<file path="src/verilog/host_chan_consts.vh">
// constants for the host channel characteristics block
// assumes inclusion by bare name from the design files
`ifndef HOST_CHAN_CONSTS_VH
`define HOST_CHAN_CONSTS_VH
`define CHAR_REG_ADDR 4'h0
`define STAT_REG_ADDR 4'h1
`define BIT_CHAN_ON 31
`define BIT_STOP_REQ 30
`define BIT_PARITY 29
`define DEVADDR_HI 28
`define DEVADDR_LO 22
`define XTYPE_HI 19
`define XTYPE_LO 18
`define BIT_SLOW 17
`define BIT_DIR 15
`define EPIDX_HI 14
`define EPIDX_LO 11
`define MPS_HI 10
`define MPS_LO 0
`define CHAR_RESET 32'h00000000
`define CHAR_WMASK 32'hffceffff
`define XTYPE_CTRL 2'h0
`define XTYPE_ISO 2'h1
`define XTYPE_BULK 2'h2
`define XTYPE_INTR 2'h3
`define TX_CYCLES_NS 64
`define CLK_NS 8
`define TX_CYCLES ((`TX_CYCLES_NS + `CLK_NS - 1) / `CLK_NS)
`endif

</file>
<file path="src/verilog/frame_gate.v">
// frame eligibility check for a channel
// assumes frame number parity and type come from the same clock domain
`include "host_chan_consts.vh"
`timescale 1ns/10ps
`default_nettype none
module frame_gate (
  input wire [1:0] xferType,
  input wire parityWanted,
  input wire frameOdd,
  output wire frameOk
);
  // ==========================================
  // periodic types only run in the chosen parity frame
  wire periodic;
  assign periodic = (xferType == `XTYPE_ISO) || (xferType == `XTYPE_INTR);
  assign frameOk = periodic ? (parityWanted == frameOdd) : 1'b1;
endmodule // frame_gate
`default_nettype wire

</file>
<file path="src/verilog/host_channel_characteristics.v">
// host channel characteristics register and transaction launcher
// assumes synchronous inputs, one clock, plain register port
//
// Decided for this implementation: the plain strobed port and the register addresses.
`include "host_chan_consts.vh"
`timescale 1ns/10ps
`default_nettype none
module host_channel_characteristics #(
  parameter TX_LEN = `TX_CYCLES
) (
  input wire clk,
  input wire rst,
  input wire [3:0] addr,
  input wire [31:0] wrData,
  input wire wrStrobe,
  input wire rdStrobe,
  output reg [31:0] rdData,
  input wire frameOdd,
  input wire frameStart,
  input wire xferDone,
  output reg tokenValid,
  output reg [6:0] tokenAddr,
  output reg [3:0] tokenEp,
  output reg tokenIn,
  output reg [1:0] tokenType,
  output reg tokenSlow,
  output reg chanActive
);
  // ==========================================
  // state codes
  localparam [2:0] ST_IDLE = 3'b001;
  localparam [2:0] ST_WAIT = 3'b010;
  localparam [2:0] ST_BUSY = 3'b100;

  // characteristics word, scheduler state and counters
  reg [31:0] charReg;
  reg [31:0] next_charReg;
  reg [2:0] state;
  reg [2:0] next_state;
  reg [7:0] busyCnt;
  reg [7:0] next_busyCnt;
  reg [15:0] tokenCount;
  reg [31:0] next_rdData;
  // decoded strobes and scheduler hand-offs
  wire frameOk;
  wire wrChar;
  wire rdChar;
  wire rdStat;
  wire stopNow;
  wire hwStop;
  wire launch;
  wire [31:0] wrMasked;
  wire [31:0] statusWord;

  function hit;
    input [3:0] a;
    input [3:0] target;
    begin
      hit = (a == target);
    end
  endfunction

  frame_gate gate (
    .xferType(charReg[`XTYPE_HI:`XTYPE_LO]),
    .parityWanted(charReg[`BIT_PARITY]),
    .frameOdd(frameOdd),
    .frameOk(frameOk)
  );

  // ==========================================
  // access decode
  assign wrChar = wrStrobe && hit(addr, `CHAR_REG_ADDR);
  assign rdChar = rdStrobe && hit(addr, `CHAR_REG_ADDR);
  assign rdStat = rdStrobe && hit(addr, `STAT_REG_ADDR);
  // reserved bits are held at reset value whatever is written
  assign wrMasked = wrData & `CHAR_WMASK;
  assign stopNow = wrChar && wrData[`BIT_STOP_REQ];
  // end of transfer or a pending stop drops the enable with no write
  assign hwStop = charReg[`BIT_CHAN_ON] && (xferDone || charReg[`BIT_STOP_REQ]);
  // a token leaves only from the wait state in an eligible frame
  assign launch = (state == ST_WAIT) && (next_state == ST_BUSY);
  assign statusWord = {13'h0, state, tokenCount};

  // ==========================================
  // register file
  // a software write wins over a hardware clear in the same cycle
  always @* begin
    next_charReg = charReg;
    if (wrChar) begin
      next_charReg = wrMasked;
      // stop wins over a set of the enable in the same write
      if (wrData[`BIT_STOP_REQ]) begin
        next_charReg[`BIT_CHAN_ON] = 1'b0;
      end
    end else if (hwStop) begin
      next_charReg[`BIT_CHAN_ON] = 1'b0;
      next_charReg[`BIT_STOP_REQ] = 1'b0;
    end
  end

  always @(posedge clk or posedge rst) begin
    if (rst) begin
      charReg <= `CHAR_RESET;
    end else begin
      charReg <= next_charReg;
    end
  end

  // ==========================================
  // read port
  // read data holds between reads; unmapped indexes read zero
  always @* begin
    next_rdData = rdData;
    if (rdChar) begin
      next_rdData = charReg;
    end else if (rdStat) begin
      next_rdData = statusWord;
    end else if (rdStrobe) begin
      next_rdData = 32'h00000000;
    end
  end

  always @(posedge clk or posedge rst) begin
    if (rst) begin
      rdData <= 32'h00000000;
    end else begin
      rdData <= next_rdData;
    end
  end

  // ==========================================
  // transaction scheduler
  always @* begin
    next_state = state;
    case (state)
      ST_IDLE: begin
        if (charReg[`BIT_CHAN_ON] && !stopNow) begin
          next_state = ST_WAIT;
        end
      end
      ST_WAIT: begin
        if (!charReg[`BIT_CHAN_ON] || stopNow) begin
          next_state = ST_IDLE;
        end else if (frameStart && frameOk) begin
          next_state = ST_BUSY;
        end
      end
      ST_BUSY: begin
        if (stopNow || !charReg[`BIT_CHAN_ON]) begin
          next_state = ST_IDLE;
        end else if (busyCnt == 8'h00) begin
          next_state = ST_WAIT;
        end
      end
      default: begin
        next_state = ST_IDLE;
      end
    endcase
  end

  // ==========================================
  // busy window
  // one token per window keeps the channel to a single transfer slot
  always @* begin
    next_busyCnt = busyCnt;
    if (launch) begin
      next_busyCnt = TX_LEN[7:0] - 8'h01;
    end else if (state == ST_BUSY && busyCnt != 8'h00) begin
      next_busyCnt = busyCnt - 8'h01;
    end
  end

  always @(posedge clk or posedge rst) begin
    if (rst) begin
      state <= ST_IDLE;
      busyCnt <= 8'h00;
      tokenCount <= 16'h0000;
      chanActive <= 1'b0;
    end else begin
      state <= next_state;
      busyCnt <= next_busyCnt;
      // enable copy trails the register bit by one cycle
      chanActive <= charReg[`BIT_CHAN_ON];
      if (launch) begin
        tokenCount <= tokenCount + 16'h0001;
      end
    end
  end

  // ==========================================
  // token fields
  // fields are captured at launch and stand until the next token
  always @(posedge clk or posedge rst) begin
    if (rst) begin
      tokenValid <= 1'b0;
      tokenAddr <= 7'h00;
      tokenEp <= 4'h0;
      tokenIn <= 1'b0;
      tokenType <= 2'h0;
      tokenSlow <= 1'b0;
    end else begin
      tokenValid <= launch;
      if (launch) begin
        tokenAddr <= charReg[`DEVADDR_HI:`DEVADDR_LO];
        tokenEp <= charReg[`EPIDX_HI:`EPIDX_LO];
        tokenIn <= charReg[`BIT_DIR];
        tokenType <= charReg[`XTYPE_HI:`XTYPE_LO];
        tokenSlow <= charReg[`BIT_SLOW];
      end
    end
  end
endmodule // host_channel_characteristics
`default_nettype wire
</file>
<file path="config.mk">
export PLATFORM = sky130hd
export DESIGN_NAME = host_channel_characteristics
export DESIGN_NICKNAME = d
export VERILOG_FILES = /design/src/verilog/frame_gate.v /design/src/verilog/host_channel_characteristics.v
export VERILOG_INCLUDE_DIRS = /design/src /design/src/verilog
export SDC_FILE = /design/constraint.sdc
export NUM_CORES = 1
export LEC_CHECK = 0
export ABC_AREA = 1
export BUFFER_PORTS_ARGS = -buffer_cell sky130_fd_sc_hd__buf_2
export CAP_MARGIN = 20
export CORE_ASPECT_RATIO = 0.9
export CORE_MARGIN = 5
export CORE_UTILIZATION = 35
export CTS_CLUSTER_DIAMETER = 120
export DETAILED_ROUTE_END_ITERATION = 12
export PLACE_DENSITY = 0.6
export SYNTH_ARGS = -nofsm -noshare
export SYNTH_HDL_FRONTEND = slang
export SYNTH_HIERARCHICAL = 1
export SYNTH_SLANG_ARGS = --single-unit
</file>
<file path="constraint.sdc">
create_clock -name clk -period 8.7 [get_ports clk]
set_input_delay 0.87 -clock clk [delete_from_list [all_inputs] [get_ports clk]]
set_output_delay 0.87 -clock clk [all_outputs]
set_load 0.1 [all_outputs]
</file>
-- Word-level counts from Yosys, hierarchy flattened
Index checks and enable logic that the tools add are counted.
- add/subtract/negate cells: 2
- equal/unequal tests: 8
- multiplexer cells: 15
- reductions and logical operators: 20
- operator list (operator ; count):
    2-to-1 mux 32 bit ; 3
    adder 16 x 1 -> 16 bit, second input constant ; 1
    2-to-1 mux 8 bit ; 2
    2-to-1 mux 3 bit ; 5
    logical AND 1 bit ; 9
    one-hot mux 3 bit (3 select lines) ; 1
    zero test 8 bit ; 1
    nonzero test 8 bit ; 1
    subtractor 8 x 1 -> 8 bit, second input constant ; 1
    == test 3 bit, second input constant ; 2
    == test 4 x 1 -> 1 bit, second input constant ; 1
    zero test 4 bit ; 1
    2-to-1 mux 2 bit ; 2
    nonzero test 2 bit ; 2
    == test 3 x 1 -> 1 bit, second input constant ; 1
    == test 3 x 2 -> 1 bit, second input constant ; 1
    logical OR 1 bit ; 3
    nonzero test 3 bit ; 1
    == test 2 x 1 -> 1 bit, second input constant ; 1
    == test 2 bit, second input constant ; 1
    zero test 1 bit ; 2
    2-to-1 mux 1 bit ; 2
    == test 1 bit ; 1
- output and inout port bits: 49
- word-level logic and storage cells: 58
- bits of input ports: 43
- register bits after elaboration: 105

-- Depth between registers and ports, before layout
- word-level depth: 10
- gate-level depth with buffers: 10
- depth with buffers taken out: 10

-- Hierarchy
The synthesis kept the hierarchy.
- modules (own cells, without submodules) (module ; cells an instance ; area an instance (um^2) ; instances ; sequential area each (um^2)):
    host_channel_characteristics ; 536 ; 4659.5 ; 1 ; 2578.7
    frame_gate ; 5 ; 25.0 ; 1 ; 0.0

-- Least setup slack after synthesis
Ideal clock, no wire load.
- path kind: input to register
- from: in frameOdd
- to: reg tokenAddr[0]
- arrival: 1.662 ns
- data required time: 8.578 ns
- buffers on the path: 2
- library setup time: 0.122 ns
- slack: 6.915 ns
- stages on the path: 10
- cells stage by stage: inv_1 nand2_1 nand3_2 nand2_1 nand2_1 nand4_4 buf_6 buf_6 nand2_1 o21ai_2
- cells in the longest elaborated chain, start to end: 8
- ends and longest elaborated chain (item ; RTL line ; text):
    from (decl) ; host_channel_characteristics.v:18 ; input wire frameOdd,
    == test 1 bit ; frame_gate.v:16 ; assign frameOk = periodic ? (parityWanted == frameOdd) : 1'b1;
    2-to-1 mux 1 bit ; frame_gate.v:16 ;
    via frameOk ; host_channel_characteristics.v:45 ; wire frameOk;
    logical AND 1 bit ; host_channel_characteristics.v:144 ; end else if (frameStart && frameOk) begin
    2-to-1 mux 3 bit ; host_channel_characteristics.v:144 ;
    2-to-1 mux 3 bit ; host_channel_characteristics.v:142 ; if (!charReg[`BIT_CHAN_ON] || stopNow) begin
    one-hot mux 3 bit (3 select lines) ; host_channel_characteristics.v:135 ; case (state)
    == test 3 bit ; host_channel_characteristics.v:81 ; assign launch = (state == ST_WAIT) && (next_state == ST_BUSY);
    logical AND 1 bit ; host_channel_characteristics.v:81 ;
    to (signal assigned) ; host_channel_characteristics.v:204 ; tokenAddr <= charReg[`DEVADDR_HI:`DEVADDR_LO];
    to (decl) ; host_channel_characteristics.v:22 ; output reg [6:0] tokenAddr,
The timed path passes the listed nets, and every way through them passes these cells.
A chain may end at the register's enable or synchronous reset.

-- Worst setup path in the final report
- from: in frameOdd
- to: reg tokenCount[3]
- cells in the longest elaborated chain, start to end: 8
- ends and longest elaborated chain (item ; RTL line ; text):
    == test 1 bit ; frame_gate.v:16 ;
    2-to-1 mux 1 bit ; frame_gate.v:16 ;
    via frameOk ; host_channel_characteristics.v:45 ;
    logical AND 1 bit ; host_channel_characteristics.v:144 ;
    2-to-1 mux 3 bit ; host_channel_characteristics.v:144 ;
    2-to-1 mux 3 bit ; host_channel_characteristics.v:142 ;
    one-hot mux 3 bit (3 select lines) ; host_channel_characteristics.v:135 ;
    == test 3 bit ; host_channel_characteristics.v:81 ;
    logical AND 1 bit ; host_channel_characteristics.v:81 ;
    to (signal assigned) ; host_channel_characteristics.v:185 ; tokenCount <= tokenCount + 16'h0001;
    to (decl) ; host_channel_characteristics.v:42 ; reg [15:0] tokenCount;
The timed path passes the listed nets, and every way through them passes these cells.

==> summary by stage <==
Critical path
The signal arrival time at the worst endpoint is 2.86 ns. The number of cells on the worst reg-to-reg path is 9. The launching point of the worst reg2reg path is charReg[29]$_DFFE_PP0P_. The type of destination of the critical path is a flip-flop. The worst register-to-register path ends at tokenCount[3]$_DFFE_PP0P_.

The critical path goes through buf_2 -> inv_1 -> nand2_1 -> nand3_2 -> nand2_1 -> nand2_1 -> nand4_4 -> inv_2 -> nand2_1 -> nand2_1. The category of cells accounting for the largest share of critical-path delay is simple AND/OR/NAND/NOR gates. The worst setup path is launched from a primary input. The slowest library cell on the worst path is nand4_4. The type of the setup path with the least slack is in -> reg. The cell type with the highest occurrence count on the critical path is nand2_1. Counting both buffers and inverters, the worst setup path holds a total of 3. The critical-path maximum fanout is 57.

The required arrival time at the worst endpoint is ~9.0 ns. For flop-to-flop paths, the worst setup slack is 6.34 ns. On the worst path, the slowest cell contributes a delay of between 0.7 and 0.8 ns.

Run status
The flow ran to the end, and the final reports show no timing, DRC or antenna violations.

Worst hold path
The worst hold path cell count is 2. The startpoint identified for the worst hold timing path is tokenType[1]$_DFFE_PP0P_. The classification of the worst-slack hold path is reg -> reg.

The end of the worst hold path is tokenType[1]$_DFFE_PP0P_.

Routing
The sum of routed wire length over all layers is around 11000 um. The via total after detailed routing is roughly 3800. In the final routed layout, each cell accounts on average for approximately 14 um. The number of nets with antenna violations after detailed routing is 0. The iteration count of the initial detailed-routing pass is 5. For this block, the initial DRC count from the detailed router was 341. The total DRC errors in the routed layout is 0. The post-detailed-route via-to-cell ratio is 4.75.

Layout
The finished cells cover 5510 sq um. The share of layout cells above drive strength 1 is 0.207. The area growth from synthesis to layout is 17.7%. After the last flow step, the layout net total stands at roughly 660.

The area used by multi-input combinational logic is 1690 sq um. The final standard cell utilization of the core is 0.417. Registers take 2580 sq um.

Counting the fill cells in the layout gives 1325. The number of diodes is 0.

STA
The transition at the pin with the smallest max-transition slack is 0.935 ns. The total count of max-transition violations in the final report came to 0. The achievable frequency is 0.387 GHz. The accumulated negative setup slack is 0 ns. In the finished design, the share of the clock period the worst path needs comes to 0.297. The hold violation total from the final report is 0. The final setup slack of the worst path is 6.12 ns. Headroom to the max-slew limit came out at 0.375.

The minimum period implied by the final worst setup slack is 2.58 ns. Setup repair after global routing left no endpoint under its margin. The worst clock skew is ~0.0071 ns. The total setup violations reported at the end of the flow is 0.

Clock network
Clock-pin slew was measured on the worst setup and hold paths at 0.07 ns. The number of buffers between clock root and the deepest sink is 2. The number of gates resized after cts is 0.

Post-CTS timing repair inserted 0 buffers for setup. The number of hold buffers added after CTS is 0. The number of clock buffers inserted by TritonCTS is 9.

The number of sinks driven by the clock tree is 103. The root buffer cell is clkbuf_16. The CTS tree is yes.

The clock insertion delay at the later pin of the skew report is around 0.34 ns. The H-tree was split into 3 levels.

GRT
The number of antenna violations at the first check in global routing was 0. The largest net degree at the start of global routing is 70. The sum of overflow across all layers after global routing is 0.

Across every metal layer, demand over resource in global routing totals 0.141. The via count of the first global-routing pass came to 3745. The first global-routing pass estimated 18400 um of wire.

Pwr
The largest voltage drop on the vdd net is 0.0929 mV. The power per unit of standard cell area is 191 nW/um^2. The leakage component of the power is 2.91 nW.

Placed design
Summed over all nets, the half-perimeter wirelength after detailed placement is 7550 um. The placer's final routability congestion estimate is 0.819. The count of input and output buffers is 86. The placed instances occupy a cell area of between 5000 and 6000 sq um. At the placement stage, the worst setup path has a slack of 5.71 ns.

Logic synthesis
The count of synthesis-stage warnings from yosys is 6. The combinational family with the most area after synthesis is simple AND/OR/NAND/NOR gates. The post-synthesis area per instance is between 8 and 9 sq um. Of the total synthesized cell area, the portion taken by AND, OR, NAND and NOR gates is 0.229.

The share of the synthesized area in compound gates (AO/OA/AOI/OAI) is 0.108. The largest total area in the synthesized netlist belongs to dfrtp_1. The part of the Yosys area used for sequential elements is 0.550. The synthesized design contains 0 enable-type register cells. Synthesis produced a netlist whose cell count is 541. The share of async-settable or async-resettable flops after synthesis is 1.00. Of the post-synthesis cell area, the part taken by muxes is 0. Yosys mapped the design onto 31 distinct sky130hd cell types. Of the total synthesized cell area, the portion taken by full adders, half adders and majority gates is 0.00534.

After synthesis, the cell types taking the most area are dfrtp_1, nand2_1, inv_1. In this run, synthesis produced a sequential element count of ~100. The proportion of netlist area held by the largest area contributor is 0.545.

For this run, the leading register cell type out of synthesis is dfrtp_1. The xor/xnor cell area share of the yosys netlist is 0.0150. In this run the cell area of the synthesized design comes to between 4000 and 5000 sq um.

Floorplan
In this run the count of I/O pins placed on the die edge is approximately 90. The region available for standard cell placement spans ~13000 sq um. The die outline height is between 100 and 150 um. The die is 132 um wide. The die covers 15800 sq um. The effective utilization at floorplan is 0.355.

The number of placement rows is 40.

Run
The tool flagged a number of max-cap violations equal to 0.
## cells by family (layout without fill, tap and decap cells)
group / Yosys count / in the layout
buffers and inverters: 97 / 178
other: 1 / 2
AO/OA/AOI/OAI: 80 / 80
flip-flops: 103 / 103
XOR/XNOR: 8 / 8
adder cells (fa/ha/maj): 2 / 2
AND/OR/NAND/NOR: 250 / 250
## flip-flops by register name (all words and copies together) (netlist names), 2 cells and up
signal and flops:
rdData 30, state 3, busyCnt 8, tokenType 2
tokenAddr 7, tokenEp 4, tokenCount 16, charReg 29
## routing by layer
metal / GRT usage / wire length (um)
met4: 0.0578 / 85
met2: 0.227 / 5200
met3: 0.0272 / 513
met1: 0.186 / 4970
met5: 0 / 0
## synth_stat cells (all sizes together) (2+ instances only)
master,number
a21oi,29
dfrtp,102
nand3,28
o221ai,18
o21ai,33
nand4,11
nand2,151
xor2,7
inv,73
buf,17
nor3,4
nor2,54
clkbuf,7
ha,2
## how the worst max path moves through the flow
| stage | from | endpoint | slack, ns | depth (start not counted) |
|---|---|---|---|---|
| 6_report | frameOdd | tokenCount[3]$_DFFE_PP0P_ | 6.12 | 10 |
| 5_1_grt | frameOdd | tokenCount[0]$_DFFE_PP0P_ | 5.83 | 10 |
| 4_1_cts | frameOdd | tokenCount[13]$_DFFE_PP0P_ | 6.07 | 10 |
| 3_5_place_dp | frameOdd | busyCnt[6]$_DFFE_PP0P_ | 5.71 | 9 |
| 3_3_place_gp | frameOdd | tokenCount[1]$_DFFE_PP0P_ | 5.73 | 10 |
| 2_1_floorplan | rst | busyCnt[0]$_DFFE_PP0P_ | 5.13 | 1 |
## worst register-to-register path: cells and delay by family (launching register included)
kind                   cells  cell delay [ns]
and+or+nand+nor            7             1.21
DFF                        1             0.39
buffers and inverters      2             0.70
## cell type report
| cell class | count | share of cell area |
|---|---|---|
| inverter | 73 | 0.0502 |
| sequential | 103 | 0.468 |
| tap | 168 | 0.0381 |
| multi-input combinational | 342 | 0.306 |
| timing repair buffer | 90 | 0.0894 |
| clock inverter | 3 | 0.00363 |
| clock buffer | 12 | 0.0447 |
## cell usage in the layout, fill, tap and decap left out, drive strengths merged
| cell | n |
|---|---|
| a21oi | 29 |
| and2 | 1 |
| and3 | 1 |
| buf | 90 |
| clkbuf | 12 |
| clkinv | 1 |
| clkinvlp | 2 |
| conb | 2 |
| dfrtp | 102 |
| dfstp | 1 |
| ha | 2 |
| inv | 73 |
| nand2 | 151 |
| nand3 | 28 |
| nand4 | 11 |
| nor2 | 54 |
| nor3 | 4 |
| o21ai | 33 |
| o221ai | 18 |
| xnor2 | 1 |
| xor2 | 7 |
## power by group
part           total [W]  internal, W  switching, W
clock           0.000369     0.000200      0.000169
combinational   0.000151    0.0000347      0.000117
sequential      0.000533     0.000516     0.0000166
## metrics by stage
step	instances	hold slack (ns)	total power, W
floorplan	542	0.465	0.000656
global placement	774	0.462	0.000688
detailed placement	775	0.467	0.000694
CTS	790	0.484	0.00106
global route	791	0.505	0.00110
finish	791	0.481	0.00105
No activity file was read; power rests on OpenSTA's default activity.
